### src/core/qei_pkg.sv
// Shared constants, types and helpers for the quadrature encoder integration block
package qei_pkg;
  // Structure sizes
  localparam int MOD_N = 2;
  localparam int PIN_N = 8;
  localparam int CNT_W = 16;

  // Register byte offsets on the APB slave
  localparam logic [7:0] OFS_PM40 = 8'h00;
  localparam logic [7:0] OFS_PM44 = 8'h04;
  localparam logic [7:0] OFS_PM45 = 8'h08;
  localparam logic [7:0] OFS_PM46 = 8'h0c;
  localparam logic [7:0] OFS_STAT = 8'h10;
  localparam logic [7:0] OFS_MASK = 8'h14;
  localparam logic [7:0] OFS_MODE = 8'h18;
  localparam logic [7:0] OFS_CMP  = 8'h1c;
  localparam logic [7:0] OFS_CNT  = 8'h20;

  // Clock-enable field positions and reset value
  localparam int         CLKEN_POS0 = 16;
  localparam int         CLKEN_POS1 = 24;
  localparam logic [1:0] CLKEN_RST  = 2'h3;

  // Input path selector codes
  localparam logic [2:0] SEL_SYNC = 3'h1;
  localparam logic [2:0] SEL_FILT = 3'h2;
  localparam logic [2:0] SEL_RST  = 3'h1;
  localparam int         FLD_BASE = 2;
  localparam int         FLD_STEP = 8;

  // Mode register fields
  localparam int MODE_EXT0   = 0;
  localparam int MODE_ERRSEL = 8;

  // Timing
  localparam int         CLK_NS    = 8;
  localparam int         FILT_CYC  = 6;
  localparam logic [2:0] FILT_LAST = 3'(FILT_CYC - 1);

  // Inputs of one encoder module
  typedef struct packed {
    logic strb;
    logic idx;
    logic b;
    logic a;
  } qei_pins_t;

  // Event layout shared by status and mask
  typedef struct packed {
    logic [1:0] cmp;
    logic [1:0] err;
  } qei_evt_t;

  // Byte offset of the register holding selector i
  function automatic logic [7:0] fld_ofs(input int i);
    fld_ofs = OFS_PM44 + 8'(((i + FLD_BASE) / 4) * 4);
  endfunction

  // Bit position of selector i inside its register
  function automatic int fld_pos(input int i);
    fld_pos = ((i + FLD_BASE) % 4) * FLD_STEP;
  endfunction
endpackage

### src/core/qei_top.sv
// Quadrature encoder integration: clock gates, input paths, decode, trip and APB registers
//
// Notes on behaviour
// - During system reset both encoder modules are clocked whatever the enable bits.
// - After reset release each module's enable bit decides whether it is clocked.
// - Both clock-enable bits reset to one, at bits 16 and 24.
// - Clearing one enable bit stops only that module.
// - Outside external-clock counting, a module flags phase error when both phase inputs change together.
// - A multiplexer picks either module's phase error for the trip path.
// - The picked error is inverted onto the active-low trip input of every PWM.
// - Each input has a 3-bit selector; 001 synchronised, 010 synchronised and filtered.
// - Selectors for A, B, index, strobe sit at 18:16, 26:24, 2:0, 10:8.
// - The filter passes a level only after six stable clock cycles.
// - In external-clock counting on the synchronised path (001) the counter steps within four cycles of the edge; the filtered path takes ten.
// - On the synchronised path (001) the compare sync output follows its causing input edge within six cycles; the filtered path takes ten.
//
// The address map and the APB register port were chosen for this implementation.
`timescale 1ns/1ps
`default_nettype none
module qei_top
  import qei_pkg::*;
(
  input  wire logic                  i_clk,
  input  wire logic                  i_nrst,
  input  wire logic                  i_psel,
  input  wire logic                  i_penable,
  input  wire logic                  i_pwrite,
  input  wire logic [31:0]           i_paddr,
  input  wire logic [31:0]           i_pwdata,
  output logic      [31:0]           o_prdata,
  output logic                       o_pready,
  output logic                       o_pslverr,
  input  wire qei_pins_t [MOD_N-1:0] i_pins,
  output qei_pins_t      [MOD_N-1:0] o_qei_in,
  output logic      [MOD_N-1:0]      o_clk_en,
  output logic      [MOD_N-1:0]      o_phase_error,
  output logic      [MOD_N-1:0]      o_cmp_sync,
  output logic                       o_trip_zone_four_low,
  output logic                       o_irq
);
  logic             rst_meta;
  logic             rst_n;
  logic [PIN_N-1:0] pin_sync;
  logic [PIN_N-1:0] pin_filt;

  logic [MOD_N-1:0] en_bits, next_en;
  logic [2:0]       sel [PIN_N];
  logic [2:0]       next_sel [PIN_N];
  logic [MOD_N-1:0] ext_mode, next_ext;
  logic             err_sel, next_err_sel;
  qei_evt_t         stat, next_stat, mask, next_mask;
  logic [CNT_W-1:0] cmpv [MOD_N];
  logic [CNT_W-1:0] next_cmpv [MOD_N];
  logic [CNT_W-1:0] cnt [MOD_N];
  logic [CNT_W-1:0] next_cnt [MOD_N];
  qei_pins_t [MOD_N-1:0] prev, next_in;
  logic [MOD_N-1:0] next_perr, next_cmp_sync, next_clk_en;
  logic             next_trip, next_irq;
  logic [31:0]      next_prdata;
  logic             next_pready, next_pslverr;
  logic             wr, setup;
  logic [7:0]       ofs;

  // Reset release through two flip-flops
  always_ff @(posedge i_clk or negedge i_nrst) begin
    if (!i_nrst) begin
      rst_meta <= 1'b0;
      rst_n    <= 1'b0;
    end else begin
      rst_meta <= 1'b1;
      rst_n    <= rst_meta;
    end
  end

  // Pin synchronisers and filters
  qei_filt u_filt (
    .i_clk   (i_clk),
    .i_rst_n (rst_n),
    .i_raw   (i_pins),
    .o_sync  (pin_sync),
    .o_filt  (pin_filt)
  );

  // Decode of the offset presented on the bus
  function automatic logic is_mapped(input logic [31:0] a);
    is_mapped = (a[31:8] == 24'h0) && (a[1:0] == 2'h0) && (a[7:0] <= OFS_CNT);
  endfunction

  // Path chosen by one selector code
  function automatic logic pick(input logic [2:0] code, input logic s, input logic f);
    unique case (code)
      SEL_FILT: pick = f;
      SEL_SYNC: pick = s;
      default:  pick = s;
    endcase
  endfunction

  assign ofs   = i_paddr[7:0];
  assign setup = i_psel && !i_penable;
  assign wr    = i_psel && i_penable && o_pready && i_pwrite && !o_pslverr;

  // Register writes and read data, answered in the first access cycle
  always_comb begin
    next_en      = en_bits;
    next_ext     = ext_mode;
    next_err_sel = err_sel;
    next_mask    = mask;
    next_sel     = sel;
    next_cmpv    = cmpv;
    next_prdata  = 32'h0;
    next_pready  = setup;
    next_pslverr = setup && !is_mapped(i_paddr);
    if (wr) begin
      unique case (ofs)
        OFS_PM40: begin
          next_en = {i_pwdata[CLKEN_POS1], i_pwdata[CLKEN_POS0]};
        end
        OFS_MASK: next_mask = qei_evt_t'(i_pwdata[3:0]);
        OFS_MODE: begin
          next_ext     = i_pwdata[MODE_EXT0+:MOD_N];
          next_err_sel = i_pwdata[MODE_ERRSEL];
        end
        OFS_CMP: begin
          next_cmpv[0] = i_pwdata[CNT_W-1:0];
          next_cmpv[1] = i_pwdata[2*CNT_W-1:CNT_W];
        end
        default: ;
      endcase
      for (int i = 0; i < PIN_N; i++) begin
        if (fld_ofs(i) == ofs) begin
          next_sel[i] = i_pwdata[fld_pos(i)+:3];
        end
      end
    end
    if (setup && !i_pwrite && is_mapped(i_paddr)) begin
      unique case (ofs)
        OFS_PM40: begin
          next_prdata[CLKEN_POS0] = en_bits[0];
          next_prdata[CLKEN_POS1] = en_bits[1];
        end
        OFS_STAT: next_prdata[3:0] = stat;
        OFS_MASK: next_prdata[3:0] = mask;
        OFS_MODE: begin
          next_prdata[MODE_EXT0+:MOD_N] = ext_mode;
          next_prdata[MODE_ERRSEL]      = err_sel;
        end
        OFS_CMP:  next_prdata = {cmpv[1], cmpv[0]};
        OFS_CNT:  next_prdata = {cnt[1], cnt[0]};
        default: ;
      endcase
      for (int i = 0; i < PIN_N; i++) begin
        if (fld_ofs(i) == ofs) begin
          next_prdata[fld_pos(i)+:3] = sel[i];
        end
      end
    end
  end

  // Input selection, decode, counting, compare, trip and interrupt
  always_comb begin
    next_stat = stat;
    next_cnt  = cnt;
    for (int i = 0; i < PIN_N; i++) begin
      next_in[i/4][i%4] = pick(sel[i], pin_sync[i], pin_filt[i]);
    end
    next_clk_en = rst_n ? en_bits : CLKEN_RST;
    for (int m = 0; m < MOD_N; m++) begin
      next_perr[m]     = 1'b0;
      next_cmp_sync[m] = 1'b0;
      if (o_clk_en[m]) begin
        if (ext_mode[m]) begin
          if (o_qei_in[m].a && !prev[m].a) begin
            next_cnt[m] = o_qei_in[m].b ? cnt[m] + 16'h1 : cnt[m] - 16'h1;
          end
        end else if ((o_qei_in[m].a ^ prev[m].a) && (o_qei_in[m].b ^ prev[m].b)) begin
          next_perr[m] = 1'b1;
        end else if ((o_qei_in[m].a ^ prev[m].a) || (o_qei_in[m].b ^ prev[m].b)) begin
          next_cnt[m] = (o_qei_in[m].a ^ prev[m].b) ? cnt[m] + 16'h1 : cnt[m] - 16'h1;
        end
        next_cmp_sync[m] = (next_cnt[m] != cnt[m]) && (next_cnt[m] == cmpv[m]);
      end
    end
    next_trip = !(err_sel ? next_perr[1] : next_perr[0]);
    if (wr && ofs == OFS_STAT) begin
      next_stat = stat & ~qei_evt_t'(i_pwdata[3:0]);
    end
    next_stat = next_stat | {next_cmp_sync, next_perr}; // Set wins over clear
    next_irq  = |(next_stat & mask);
  end

  // Register state
  always_ff @(posedge i_clk or negedge rst_n) begin
    if (!rst_n) begin
      en_bits   <= CLKEN_RST;
      ext_mode  <= '0;
      err_sel   <= 1'b0;
      mask      <= '0;
      stat      <= '0;
      o_prdata  <= 32'h0;
      o_pready  <= 1'b0;
      o_pslverr <= 1'b0;
      for (int i = 0; i < PIN_N; i++) sel[i] <= SEL_RST;
      for (int m = 0; m < MOD_N; m++) cmpv[m] <= '0;
    end else begin
      en_bits   <= next_en;
      ext_mode  <= next_ext;
      err_sel   <= next_err_sel;
      mask      <= next_mask;
      stat      <= next_stat;
      o_prdata  <= next_prdata;
      o_pready  <= next_pready;
      o_pslverr <= next_pslverr;
      sel       <= next_sel;
      cmpv      <= next_cmpv;
    end
  end

  // Encoder datapath state
  always_ff @(posedge i_clk or negedge rst_n) begin
    if (!rst_n) begin
      o_clk_en             <= CLKEN_RST;
      o_qei_in             <= '0;
      prev                 <= '0;
      o_phase_error        <= '0;
      o_cmp_sync           <= '0;
      o_trip_zone_four_low <= 1'b1;
      o_irq                <= 1'b0;
      for (int m = 0; m < MOD_N; m++) cnt[m] <= '0;
    end else begin
      o_clk_en             <= next_clk_en;
      o_qei_in             <= next_in;
      prev                 <= o_qei_in;
      o_phase_error        <= next_perr;
      o_cmp_sync           <= next_cmp_sync;
      o_trip_zone_four_low <= next_trip;
      o_irq                <= next_irq;
      cnt                  <= next_cnt;
    end
  end
endmodule // qei_top
`default_nettype wire

### src/core/qei_filt.sv
// Double synchroniser and qualification filter for every encoder pin
`timescale 1ns/1ps
`default_nettype none
module qei_filt
  import qei_pkg::*;
(
  input  wire logic             i_clk,
  input  wire logic             i_rst_n,
  input  wire logic [PIN_N-1:0] i_raw,
  output logic      [PIN_N-1:0] o_sync,
  output logic      [PIN_N-1:0] o_filt
);
  logic [PIN_N-1:0] meta;
  logic [2:0]       cnt      [PIN_N];
  logic [2:0]       next_cnt [PIN_N];
  logic [PIN_N-1:0] next_filt;

  // A level passes only after it has differed from the output for the full width
  always_comb begin
    next_filt = o_filt;
    for (int i = 0; i < PIN_N; i++) begin
      next_cnt[i] = 3'h0;
      if (o_sync[i] != o_filt[i]) begin
        if (cnt[i] == FILT_LAST) begin
          next_filt[i] = o_sync[i];
        end else begin
          next_cnt[i] = cnt[i] + 3'h1;
        end
      end
    end
  end

  // Two stages, then filter state
  always_ff @(posedge i_clk or negedge i_rst_n) begin
    if (!i_rst_n) begin
      meta   <= '0;
      o_sync <= '0;
      o_filt <= '0;
      for (int i = 0; i < PIN_N; i++) cnt[i] <= 3'h0;
    end else begin
      meta   <= i_raw;
      o_sync <= meta;
      o_filt <= next_filt;
      for (int i = 0; i < PIN_N; i++) cnt[i] <= next_cnt[i];
    end
  end
endmodule // qei_filt
`default_nettype wire

### config.mk
export PLATFORM = sky130hd
export DESIGN_NAME = qei_top
export DESIGN_NICKNAME = d
export VERILOG_FILES = /design/src/core/qei_pkg.sv /design/src/core/qei_top.sv /design/src/core/qei_filt.sv
export SDC_FILE = /design/constraint.sdc
export NUM_CORES = 1
export LEC_CHECK = 0
export BUFFER_PORTS_ARGS = -buffer_cell sky130_fd_sc_hd__buf_2
export CAP_MARGIN = 20
export CORE_MARGIN = 8
export CORE_UTILIZATION = 55
export DETAILED_ROUTE_END_ITERATION = 8
export PLACE_DENSITY = 0.74
export SYNTH_ARGS = -nofsm -noshare
export SYNTH_HDL_FRONTEND = slang
export SYNTH_SLANG_ARGS = --single-unit
export TNS_END_PERCENT = 50
### constraint.sdc
create_clock -name i_clk -period 9.09 [get_ports i_clk]
set_clock_uncertainty 0.1 [all_clocks]
set_input_delay 1.3635 -clock i_clk [delete_from_list [all_inputs] [get_ports i_clk]]
set_output_delay 1.3635 -clock i_clk [all_outputs]
set_load 0.005 [all_outputs]
# Word-level counts from Yosys, hierarchy flattened

Index checks and enable logic that the tools add are counted.

$add $sub $neg: 12
$mul: 0
Divide/modulo/power cells: 0
$lt $le $gt $ge: 1
Equality and inequality tests: 36
Shifts and indexed selects: 0
Muxes and demuxes: 67
Bitwise operators: 10
Reduce and logical (&&, ||, !) cells: 45

Operators with widths:

| operator                                             | number |
|---|---|
| two-way mux 16 bit                                   | 14 |
| two-way mux 3 bit                                    | 24 |
| case mux 7 bit (2 select lines)                      | 3 |
| adder 16 x 1 -> 16 bit (second input constant)       | 2 |
| equality test 16 bit                                 | 2 |
| equality test 8 x 5 -> 1 bit (second input constant) | 4 |
| two-way mux 32 bit                                   | 1 |
| inequality test 16 bit                               | 2 |
| subtractor 16 x 1 -> 16 bit (second input constant)  | 2 |
| AND reduction 2 bit                                  | 15 |
| adder 3 x 1 -> 3 bit (second input constant)         | 8 |
| equality test 3 x 2 -> 1 bit (second input constant) | 8 |
| equality test 3 bit (second input constant)          | 8 |
| zero test 24 bit                                     | 1 |
| logical AND 1 bit                                    | 17 |
| two-way mux 1 bit                                    | 17 |
| equality test 4 x 8 -> 1 bit (first input constant)  | 2 |
| case mux 2 bit (5 select lines)                      | 1 |
| case mux 1 bit (3 select lines)                      | 3 |
| AND 4 bit                                            | 2 |
| equality test 3 x 8 -> 1 bit (first input constant)  | 1 |
| equality test 8 x 6 -> 1 bit (second input constant) | 1 |
| <= comparator 8 x 6 -> 1 bit (second input constant) | 1 |
| zero test 8 bit                                      | 1 |
| other kinds (12)                                     | 31 |

Register bits after elaboration: 205
Bits in latches: 0
Bits in writable memories: 0
Memory bits (read-only): 0
Input bits: 77
Output and inout port bits: 50
Word-level logic and storage cells: 230
Memories kept: 0

# Logic depth before layout (Yosys ltp)

Gate-level depths: netlist (run 1).

Depth after elaboration: 12
Gate-level depth with buffers: 13
Depth with buffers taken out: 11

# Hierarchy

Synthesis (run 1) repeated with hierarchy kept, for this count alone.

Cells, all modules: 1,076
Area, all modules: 11,095.6 sq um

By module, submodules not included:

| module   | times used | cells each | area an instance (sq um) | sequential area each (sq um) |
|---|---|---|---|---|
| qei_top  | 1          | 948        | 9,334.0                  | 3,945.0 |
| qei_filt | 1          | 128        | 1,761.7                  | 1,201.2 |

# Worst setup path after synthesis (run 1)

No wires, ideal clock.

Path kind: register to register
Start point: reg rst_n
End point: reg o_clk_en[0]
Library setup time: 265 ps
Arrival time: 4,756 ps
Data required time: 8,725 ps
Setup slack: 3,969 ps
Stages on the path, launching flop included: 2
Buffers on the path: 0
Period minus slack after synthesis: 5,121 ps
Cells stage by stage: dfrtp_1 > nand2b_1

Cells in the longest elaborated chain, start to end: 1

RTL lines:

| item                   | line           | source |
|---|---|---|
| from (decl)            | qei_top.sv:42  | `logic rst_n;` |
| from (signal assigned) | qei_top.sv:71  | `rst_n <= rst_meta;` |
| two-way mux 2 bit      | qei_top.sv:166 | `next_clk_en = rst_n ? en_bits : CLKEN_RST;` |
| via next_clk_en[0]     | qei_top.sv:57  | `logic [MOD_N-1:0] next_perr, next_cmp_sync, next_clk_en;` |
| to (signal assigned)   | qei_top.sv:230 | `o_clk_en <= next_clk_en;` |
| to (decl)              | qei_top.sv:35  | `output logic [MOD_N-1:0] o_clk_en,` |

The timed path passes the listed nets, and every way through them passes these cells.
A chain may end at the register's enable or synchronous reset.

# Final worst setup path (run 1)

Start point: reg o_qei_in[0] (netlist name)
End point: reg o_irq

Cells in the longest elaborated chain, start to end: 12
Elaborated cells between the ends (all ways): 21
Those cells by class: eq/ne: 2; mux: 10; bitwise: 4; reduce/logical: 5

RTL lines:

| item                                                                  | line                                           | source |
|---|---|---|
| from (decl)                                                           | qei_top.sv:34                                  | `output qei_pins_t [MOD_N-1:0] o_qei_in,` |
| from (signal assigned)                                                | qei_top.sv:231                                 | `o_qei_in <= next_in;` |
| bitwise XOR 1 bit, on equally long branches                           | qei_top.sv:178, qei_top.sv:175, qei_top.sv:177 |  |
| two-way mux 16 bit / logical OR 1 bit (equally long branches)         | qei_top.sv:178, qei_top.sv:177                 |  |
| two-way mux 16 bit                                                    | qei_top.sv:177                                 | `end else if ((o_qei_in[m].a ^ prev[m].a) \|\| (o_qei_in[m].b ^ prev[m].b)) begin` |
| two-way mux 16 bit                                                    | qei_top.sv:175                                 | `end else if ((o_qei_in[m].a ^ prev[m].a) && (o_qei_in[m].b ^ prev[m].b)) begin` |
| two-way mux 16 bit *                                                  | qei_top.sv:171                                 | `if (ext_mode[m]) begin` |
| two-way mux 16 bit *                                                  | qei_top.sv:170                                 | `if (o_clk_en[m]) begin` |
| inequality test 16 bit / equality test 16 bit (equally long branches) | qei_top.sv:180                                 | `next_cmp_sync[m] = (next_cnt[m] != cnt[m]) && (next_cnt[m] == cmpv[m]);` |
| logical AND 1 bit *                                                   | qei_top.sv:180                                 |  |
| two-way mux 1 bit *                                                   | qei_top.sv:170                                 |  |
| via next_cmp_sync[0]                                                  | qei_top.sv:57                                  |  |
| OR 4 bit *                                                            | qei_top.sv:187                                 | `next_stat = next_stat \| {next_cmp_sync, next_perr};` |
| AND 4 bit *                                                           | qei_top.sv:188                                 | `next_irq = \|(next_stat & mask);` |
| OR reduction 4 bit *                                                  | qei_top.sv:188                                 |  |
| via next_irq                                                          | qei_top.sv:58                                  | `logic next_trip, next_irq;` |
| to (signal assigned)                                                  | qei_top.sv:236                                 | `o_irq <= next_irq;` |
| to (decl)                                                             | qei_top.sv:39                                  | `output logic o_irq` |

The timed path passes the listed nets; every way through them passes the cells marked *. The select of a mux whose other input is x is not followed.

==> results of run 1 <==
[metal layers]
layer | GRT usage (%) | wire, µm | vias to the layer above
met4 | 9.07 | 1120 | 2
met1 | 33.3 | 12900 | 4427
met3 | 5.89 | 2740 | 87
li1 | - | - | 4201
met5 | 0 | 9 | -
met2 | 38.3 | 13500 | 415
[state kept, by name, indices dropped and copies added, names as in the netlist, 24 cells and up]
signal	count
cmpv	32
cnt	32
o_prdata	32
sel	24
u_filt.cnt	24
[cell usage in the layout (no fill, tap or decap), types with 16 or more instances in the layout]
cell and count:
dfrtp_1 191, buf_2 126, nor2_1 97, mux2_2 89
nand2_1 79, xnor2_1 57, a21oi_1 44, nor3_1 43
a22oi_1 35, inv_1 29, o21ai_0 27, xor2_1 25
clkbuf_16 23, nor4_1 22, nand4_1 20, nand3_1 19
and3_1 16
[how the worst max path moves through the flow]
stage           startpoint  slack (ns)  cells after the start  endpoint
2_1_floorplan        rst_n        2.84                      0   cmpv[0]
3_3_place_gp    i_paddr[5]        5.27                      9  cmpv[23]
3_5_place_dp    i_paddr[5]        5.18                     10     o_irq
4_1_cts        o_qei_in[0]        5.24                     10     o_irq
5_1_grt        o_qei_in[0]        5.00                     10     o_irq
6_report       o_qei_in[0]        5.20                     10     o_irq
[worst register-to-register path, stage by stage, from the launching register on]
cell and delay, ns:
dfrtp_1 0.53, ha_1 0.46, xnor2_4 0.31, mux2_2 0.40
nor2_1 0.42, o22ai_4 0.12, xnor2_1 0.15, a2111o_1 0.35
or4_4 0.51, nor4_4 0.29, a21o_1 0.16
[power breakdown]
part	total [µW]	switching (µW)	internal (µW)
combinational	711	399	312
sequential	1260	233	1030
clock	926	375	551
total	2900	1010	1890
[area by class of cell]
type,instances,area [µm²]
fill,1583,7390
multi-input combinational,795,5630
sequential,205,5150
timing repair buffer,135,721
clock buffer,30,632
tap,270,338
clock inverter,12,133
inverter,30,113
[through the flow]
stage | std cells | hold WS [ns] | area (µm²) | total power, µW
2_1_floorplan | 1095 | 0.231 | 11200 | 1780
3_3_place_gp | 1433 | 0.232 | 11900 | 1950
3_5_place_dp | 1434 | 0.235 | 11900 | 1970
4_1_cts | 1476 | 0.249 | 12700 | 2900
5_1_grt | 1477 | 0.0968 | 12700 | 3050
6_report | 1477 | 0.0766 | 12700 | 2900
[cell families after synthesis]
kind of cell,after synthesis,share of synthesized area (%)
AO/OA/AOI/OAI,212,13.7
XOR/XNOR,86,7.30
adder cells (fa/ha/maj),7,0.761
buffers and inverters,95,3.69
flip-flops,205,46.0
multiplexers,105,10.4
other,1,0.0335
AND/OR/NAND/NOR,384,18.1
==> out/metrics.cfg, run 1 <==
[drt]
dr.pass1.iters = 7
drt_iter0_markers = 796
wirelength_um = 30300
via_per_inst = 6.18
wl_per_cell_um = 20.5
num_vias = 9132
drt.antenna.violating_nets = 0
route.detailed.drc = 0

[clock_network]
post_cts_resized = 0
clockRootBuffer = clkbuf_16
cts_hold_buf = 0
cts_tree = done
clock-sinks = 205
postCtsSetupBuffers = 0
numCtsBuffers = 23
clock_latency_ns = 0.53
path_clk_slew_ns = 0.06
clockBufferDepth = 3
cts_max_level = 1

[worst_setup_path]
worstPathBufferInverterCount = 0
start_kind = flop
cpPeakStageDelay_ns = 0.53
path_max_fanout = 12
worst_ep_required_time_ns = 9.44
r2r_start = o_qei_in[0]
path_class = flop to flop
critical-path-top-delay-family = simple AND/OR/NAND/NOR gates
end_kind = flop
reg2reg_slack_ns = 5.20
worstPathArrival_ns = 4.24
r2r_cells = 10
timing.rr.end = o_irq
slowest_stage = dfrtp_1
path_cells = ha_1 > xnor2_4 > mux2_2 > nor2_1 > o22ai_4 > xnor2_1 > a2111o_1 > or4_4 > nor4_4 > a21o_1

[power_and_ir_drop]
p_per_area_nw_per_um2 = 228
vdd_drop_max_uv = 180
leakage_uw = 0.00557

[sta]
slew_viol_final = 0
setup_slack_ns = 5.20
slew_headroom_pct = 34.7
hold_viol_final = 0
finalSetupViolCount = 0
setup-tns-final_ns = 0
fmaxAchievable_ghz = 0.257
timing.final.crit_period_ns = 3.89
rsz0062_at_grt = false
tightestPinTransition_ns = 0.980
post-route-period-util_pct = 42.8

[layout]
area_growth_pct = 13.7
utilization_pct = 63.2
drive_gt1_share_pct = 25.7
layout.nets = 1273
num_antenna_cells = 0

[grt]
antenna_found_initial = 1
overflow = 0
grt_pass1_vias = 9283
grt_max_degree = 84
grt_pass1_wl_um = 49400
grt_usage_pct = 24.7

[synth]
synth_edf_count = 0
syn_area_per_cell_um2 = 10.2
synth_ff_type = dfrtp_1
yosysSeqAreaShare_pct = 46.0
syn-cell-area_um2 = 11200
synth.most_common_cell = dfrtp_1
synth_common_cells = 192 x dfrtp_1, 98 x nor2_1, 89 x mux2_2, 79 x nand2_1, 57 x xnor2_1
synthCells = 1095
yosysWarnings = 0
synth_top_area_share_pct = 43.0
async_flop_share_pct = 100
synth_fp_nets = 1178
synth_seq_cells = 205
synth_top_cells_by_area = dfrtp_1 43%, mux2_2 9.0%, xnor2_1 4.5%, nor2_1 3.3%, dfstp_2 3.1%
yosys.area.top_type = dfrtp_1
ys_types = 91

[place]
pre_cts_slack_ns = 5.18
dp_hpwl_um = 22200
place_congestion = 0.982
io_buffers = 126

[floorplanning]
die_w_um = 159
core_area_um2 = 20100
fp.dieH_um = 159
start_util_pct = 55.6
io_pins = 127
placementRows = 52
die-area_um2 = 25100

[flow_run]
drv_cap = 0

[worst_hold_path]
hold_path.class = flop to asynchronous set/reset pin

[status]
status = finished clean

No activity file was read; power rests on OpenSTA's default activity.
==> inputs of run 2 (changes only) <==
clock period = 3.65 ns   (was 9.09 ns; I/O delays follow)
==> run 2 against run 1 <==
Wire length increased by 4.4%. Hold slack lost 0.046 ns. Sequential share of layout area decreased by 1.0 points. Global-route usage rose by 0.80 points. Die area did not move. Worst setup slack got worse by 5.0 ns. Flip-flop and latch count unchanged. Via count increased by 1.7%. First-iteration DRC count decreased by 0.63%. Design area increased by 2.6%. Sequential power increased by 140%. Final cell count rose by 2.5%. Largest cell class unchanged.
==> out/metrics.cfg, run 2 (synthesis gave the netlist of run 1 again) <==
[layout]
top_regs = cmpv (32), cnt (32), o_prdata (32)
area_growth_pct = 16.7
final_cell_mix = 191 x dfrtp_1, 126 x buf_2, 97 x nor2_1
utilization_pct = 64.9
final_common_cell = dfrtp_1
drive_gt1_share_pct = 28.1
layout.nets = 1310
fin_area_um2 = 13000
num_antenna_cells = 0

[power_and_ir_drop]
vdd_drop_max_uv = 381
leakage_uw = 0.00579
p_per_area_nw_per_um2 = 570
power_uw = 7430

[worst_setup_path]
timing.rr.end = stat[2]
crit_top_cell = nor2_1
worstPathArrival_ns = 3.82
end_kind = flop
reg2reg_slack_ns = 0.18
start_kind = flop
path_class = flop to flop
r2r_cells = 10
slowest_stage = a2111oi_0
cpPeakStageDelay_ns = 0.53
startpoint = o_qei_in[0]
path_cells = ha_1 > xnor2_4 > mux2_2 > nor2_1 > buf_4 > nor2_1 > a2111oi_0 > nand4_1 > nor4_4 > or2_1
cp-endpoint = stat[2]
path_max_fanout = 8
worst_ep_required_time_ns = 4.01
r2r_start = o_qei_in[0]

[sta]
tightestPinTransition_ns = 0.805
finalSetupViolCount = 0
rsz0062_at_grt = false
timing.final.crit_period_ns = 3.47
setup-tns-final_ns = 0
hold_viol_final = 0
post-route-period-util_pct = 95.0
slew_headroom_pct = 46.2
fmaxAchievable_ghz = 0.288
slew_viol_final = 0

[grt]
overflow = 0
grt_max_degree = 74
grt_pass1_wl_um = 50200
grt_pass1_vias = 9224
antenna_found_initial = 4
grt_usage_pct = 25.5

[clock_network]
postCtsSetupBuffers = 0
cts_max_level = 1
clockRootBuffer = clkbuf_16
clock_latency_ns = 0.52
clockBufferDepth = 3
path_clk_slew_ns = 0.06
cts_tree = done
clock-sinks = 205
numCtsBuffers = 23

[drt]
drt.antenna.violating_nets = 0
wl_per_cell_um = 20.9
drt_iter0_markers = 791
num_vias = 9283
route.detailed.drc = 0
via_per_inst = 6.13
dr.pass1.iters = 5
wirelength_um = 31600

[place]
place_congestion = 1.01
io_buffers = 126
post_dp_cell_area_um2 = 12200
dp_hpwl_um = 23700

[floorplanning]
die-area_um2 = 25100
placementRows = 52
core_area_um2 = 20100
start_util_pct = 55.6
fp.dieH_um = 159
io_pins = 127
die_w_um = 159

[worst_hold_path]
hold_path.class = input port to flop

[flow_run]
drv_cap = 0

[status]
status = finished clean

==> run 2: cell types whose count changed in the layout (fill, tap and decap cells not counted), moves of 2 or more <==
cell	delta
clkbuf_8	+4
buf_12	+2
clkinv_2	-2
clkinvlp_4	-2
buf_4	+36
==> run 2: repair_timing <==
action	4_1_cts	5_1_grt
endpoints found under the setup margin	0	4
hold endpoints to repair	2	0
hold buffers	1	0
resized for setup	0	3
==> run 2: per-layer routing <==
metal | wire length, µm | share of wire, % | global-route usage, % | vias to the layer above
met2 | 14200 | 45 | 39.9 | 436
met1 | 13600 | 43 | 35.1 | 4488
met3 | 2690 | 8.5 | 5.05 | 79
met5 | 44 | 0.14 | 0 | -
met4 | 1020 | 3.2 | 8.04 | 8
li1 | - | - | - | 4272
==> run 2: worst min path at each step <==
stage,end,cells past startpoint,start,slack (ns)
2_1_floorplan,rst_meta,0,i_nrst,0.15
3_3_place_gp,u_filt.cnt[12],0,rst_n,0.23
3_5_place_dp,u_filt.cnt[12],0,rst_n,0.23
4_1_cts,u_filt.meta[2],1,i_pins[2],0.02
5_1_grt,u_filt.meta[2],1,i_pins[2],0.02
6_report,u_filt.meta[2],1,i_pins[2],0.03
==> run 2: layout make-up <==
class                   instances  area, µm²
repair buffers                172       1000
clock buffers                  33        683
inverters                      30        113
fillers                      1625       7060
multi-input cells             795       5640
flip-flops and latches        205       5150
well taps                     270        338
clock inverters                 9        116
==> run 2: through the flow <==
| stage | hold WS [ns] | std cells | setup slack (ns) |
|---|---|---|---|
| 3_5_place_dp | 0.227 | 1471 | 0.230 |
| 2_1_floorplan | 0.152 | 1095 | 0.164 |
| 6_report | 0.0309 | 1514 | 0.183 |
| 3_3_place_gp | 0.227 | 1471 | 0.264 |
| 5_1_grt | 0.0176 | 1514 | 0.0160 |
| 4_1_cts | 0.0161 | 1514 | 0.211 |
==> run 2: worst max-delay path, delay by kind of cell (launching register included) <==
kind | cells | cell delay, ns
adder cells (fa/ha/maj) | 1 | 0.40
buffers and inverters | 1 | 0.20
multiplexers | 1 | 0.39
AO/OA/AOI/OAI | 1 | 0.53
flip-flops | 1 | 0.38
XOR/XNOR | 1 | 0.34
AND/OR/NAND/NOR | 5 | 1.08
==> run 2: report_power, final <==
| part | internal (µW) | switching (µW) |
|---|---|---|
| Sequential | 2560 | 494 |
| Combinational | 858 | 1140 |
| Clock | 1450 | 935 |
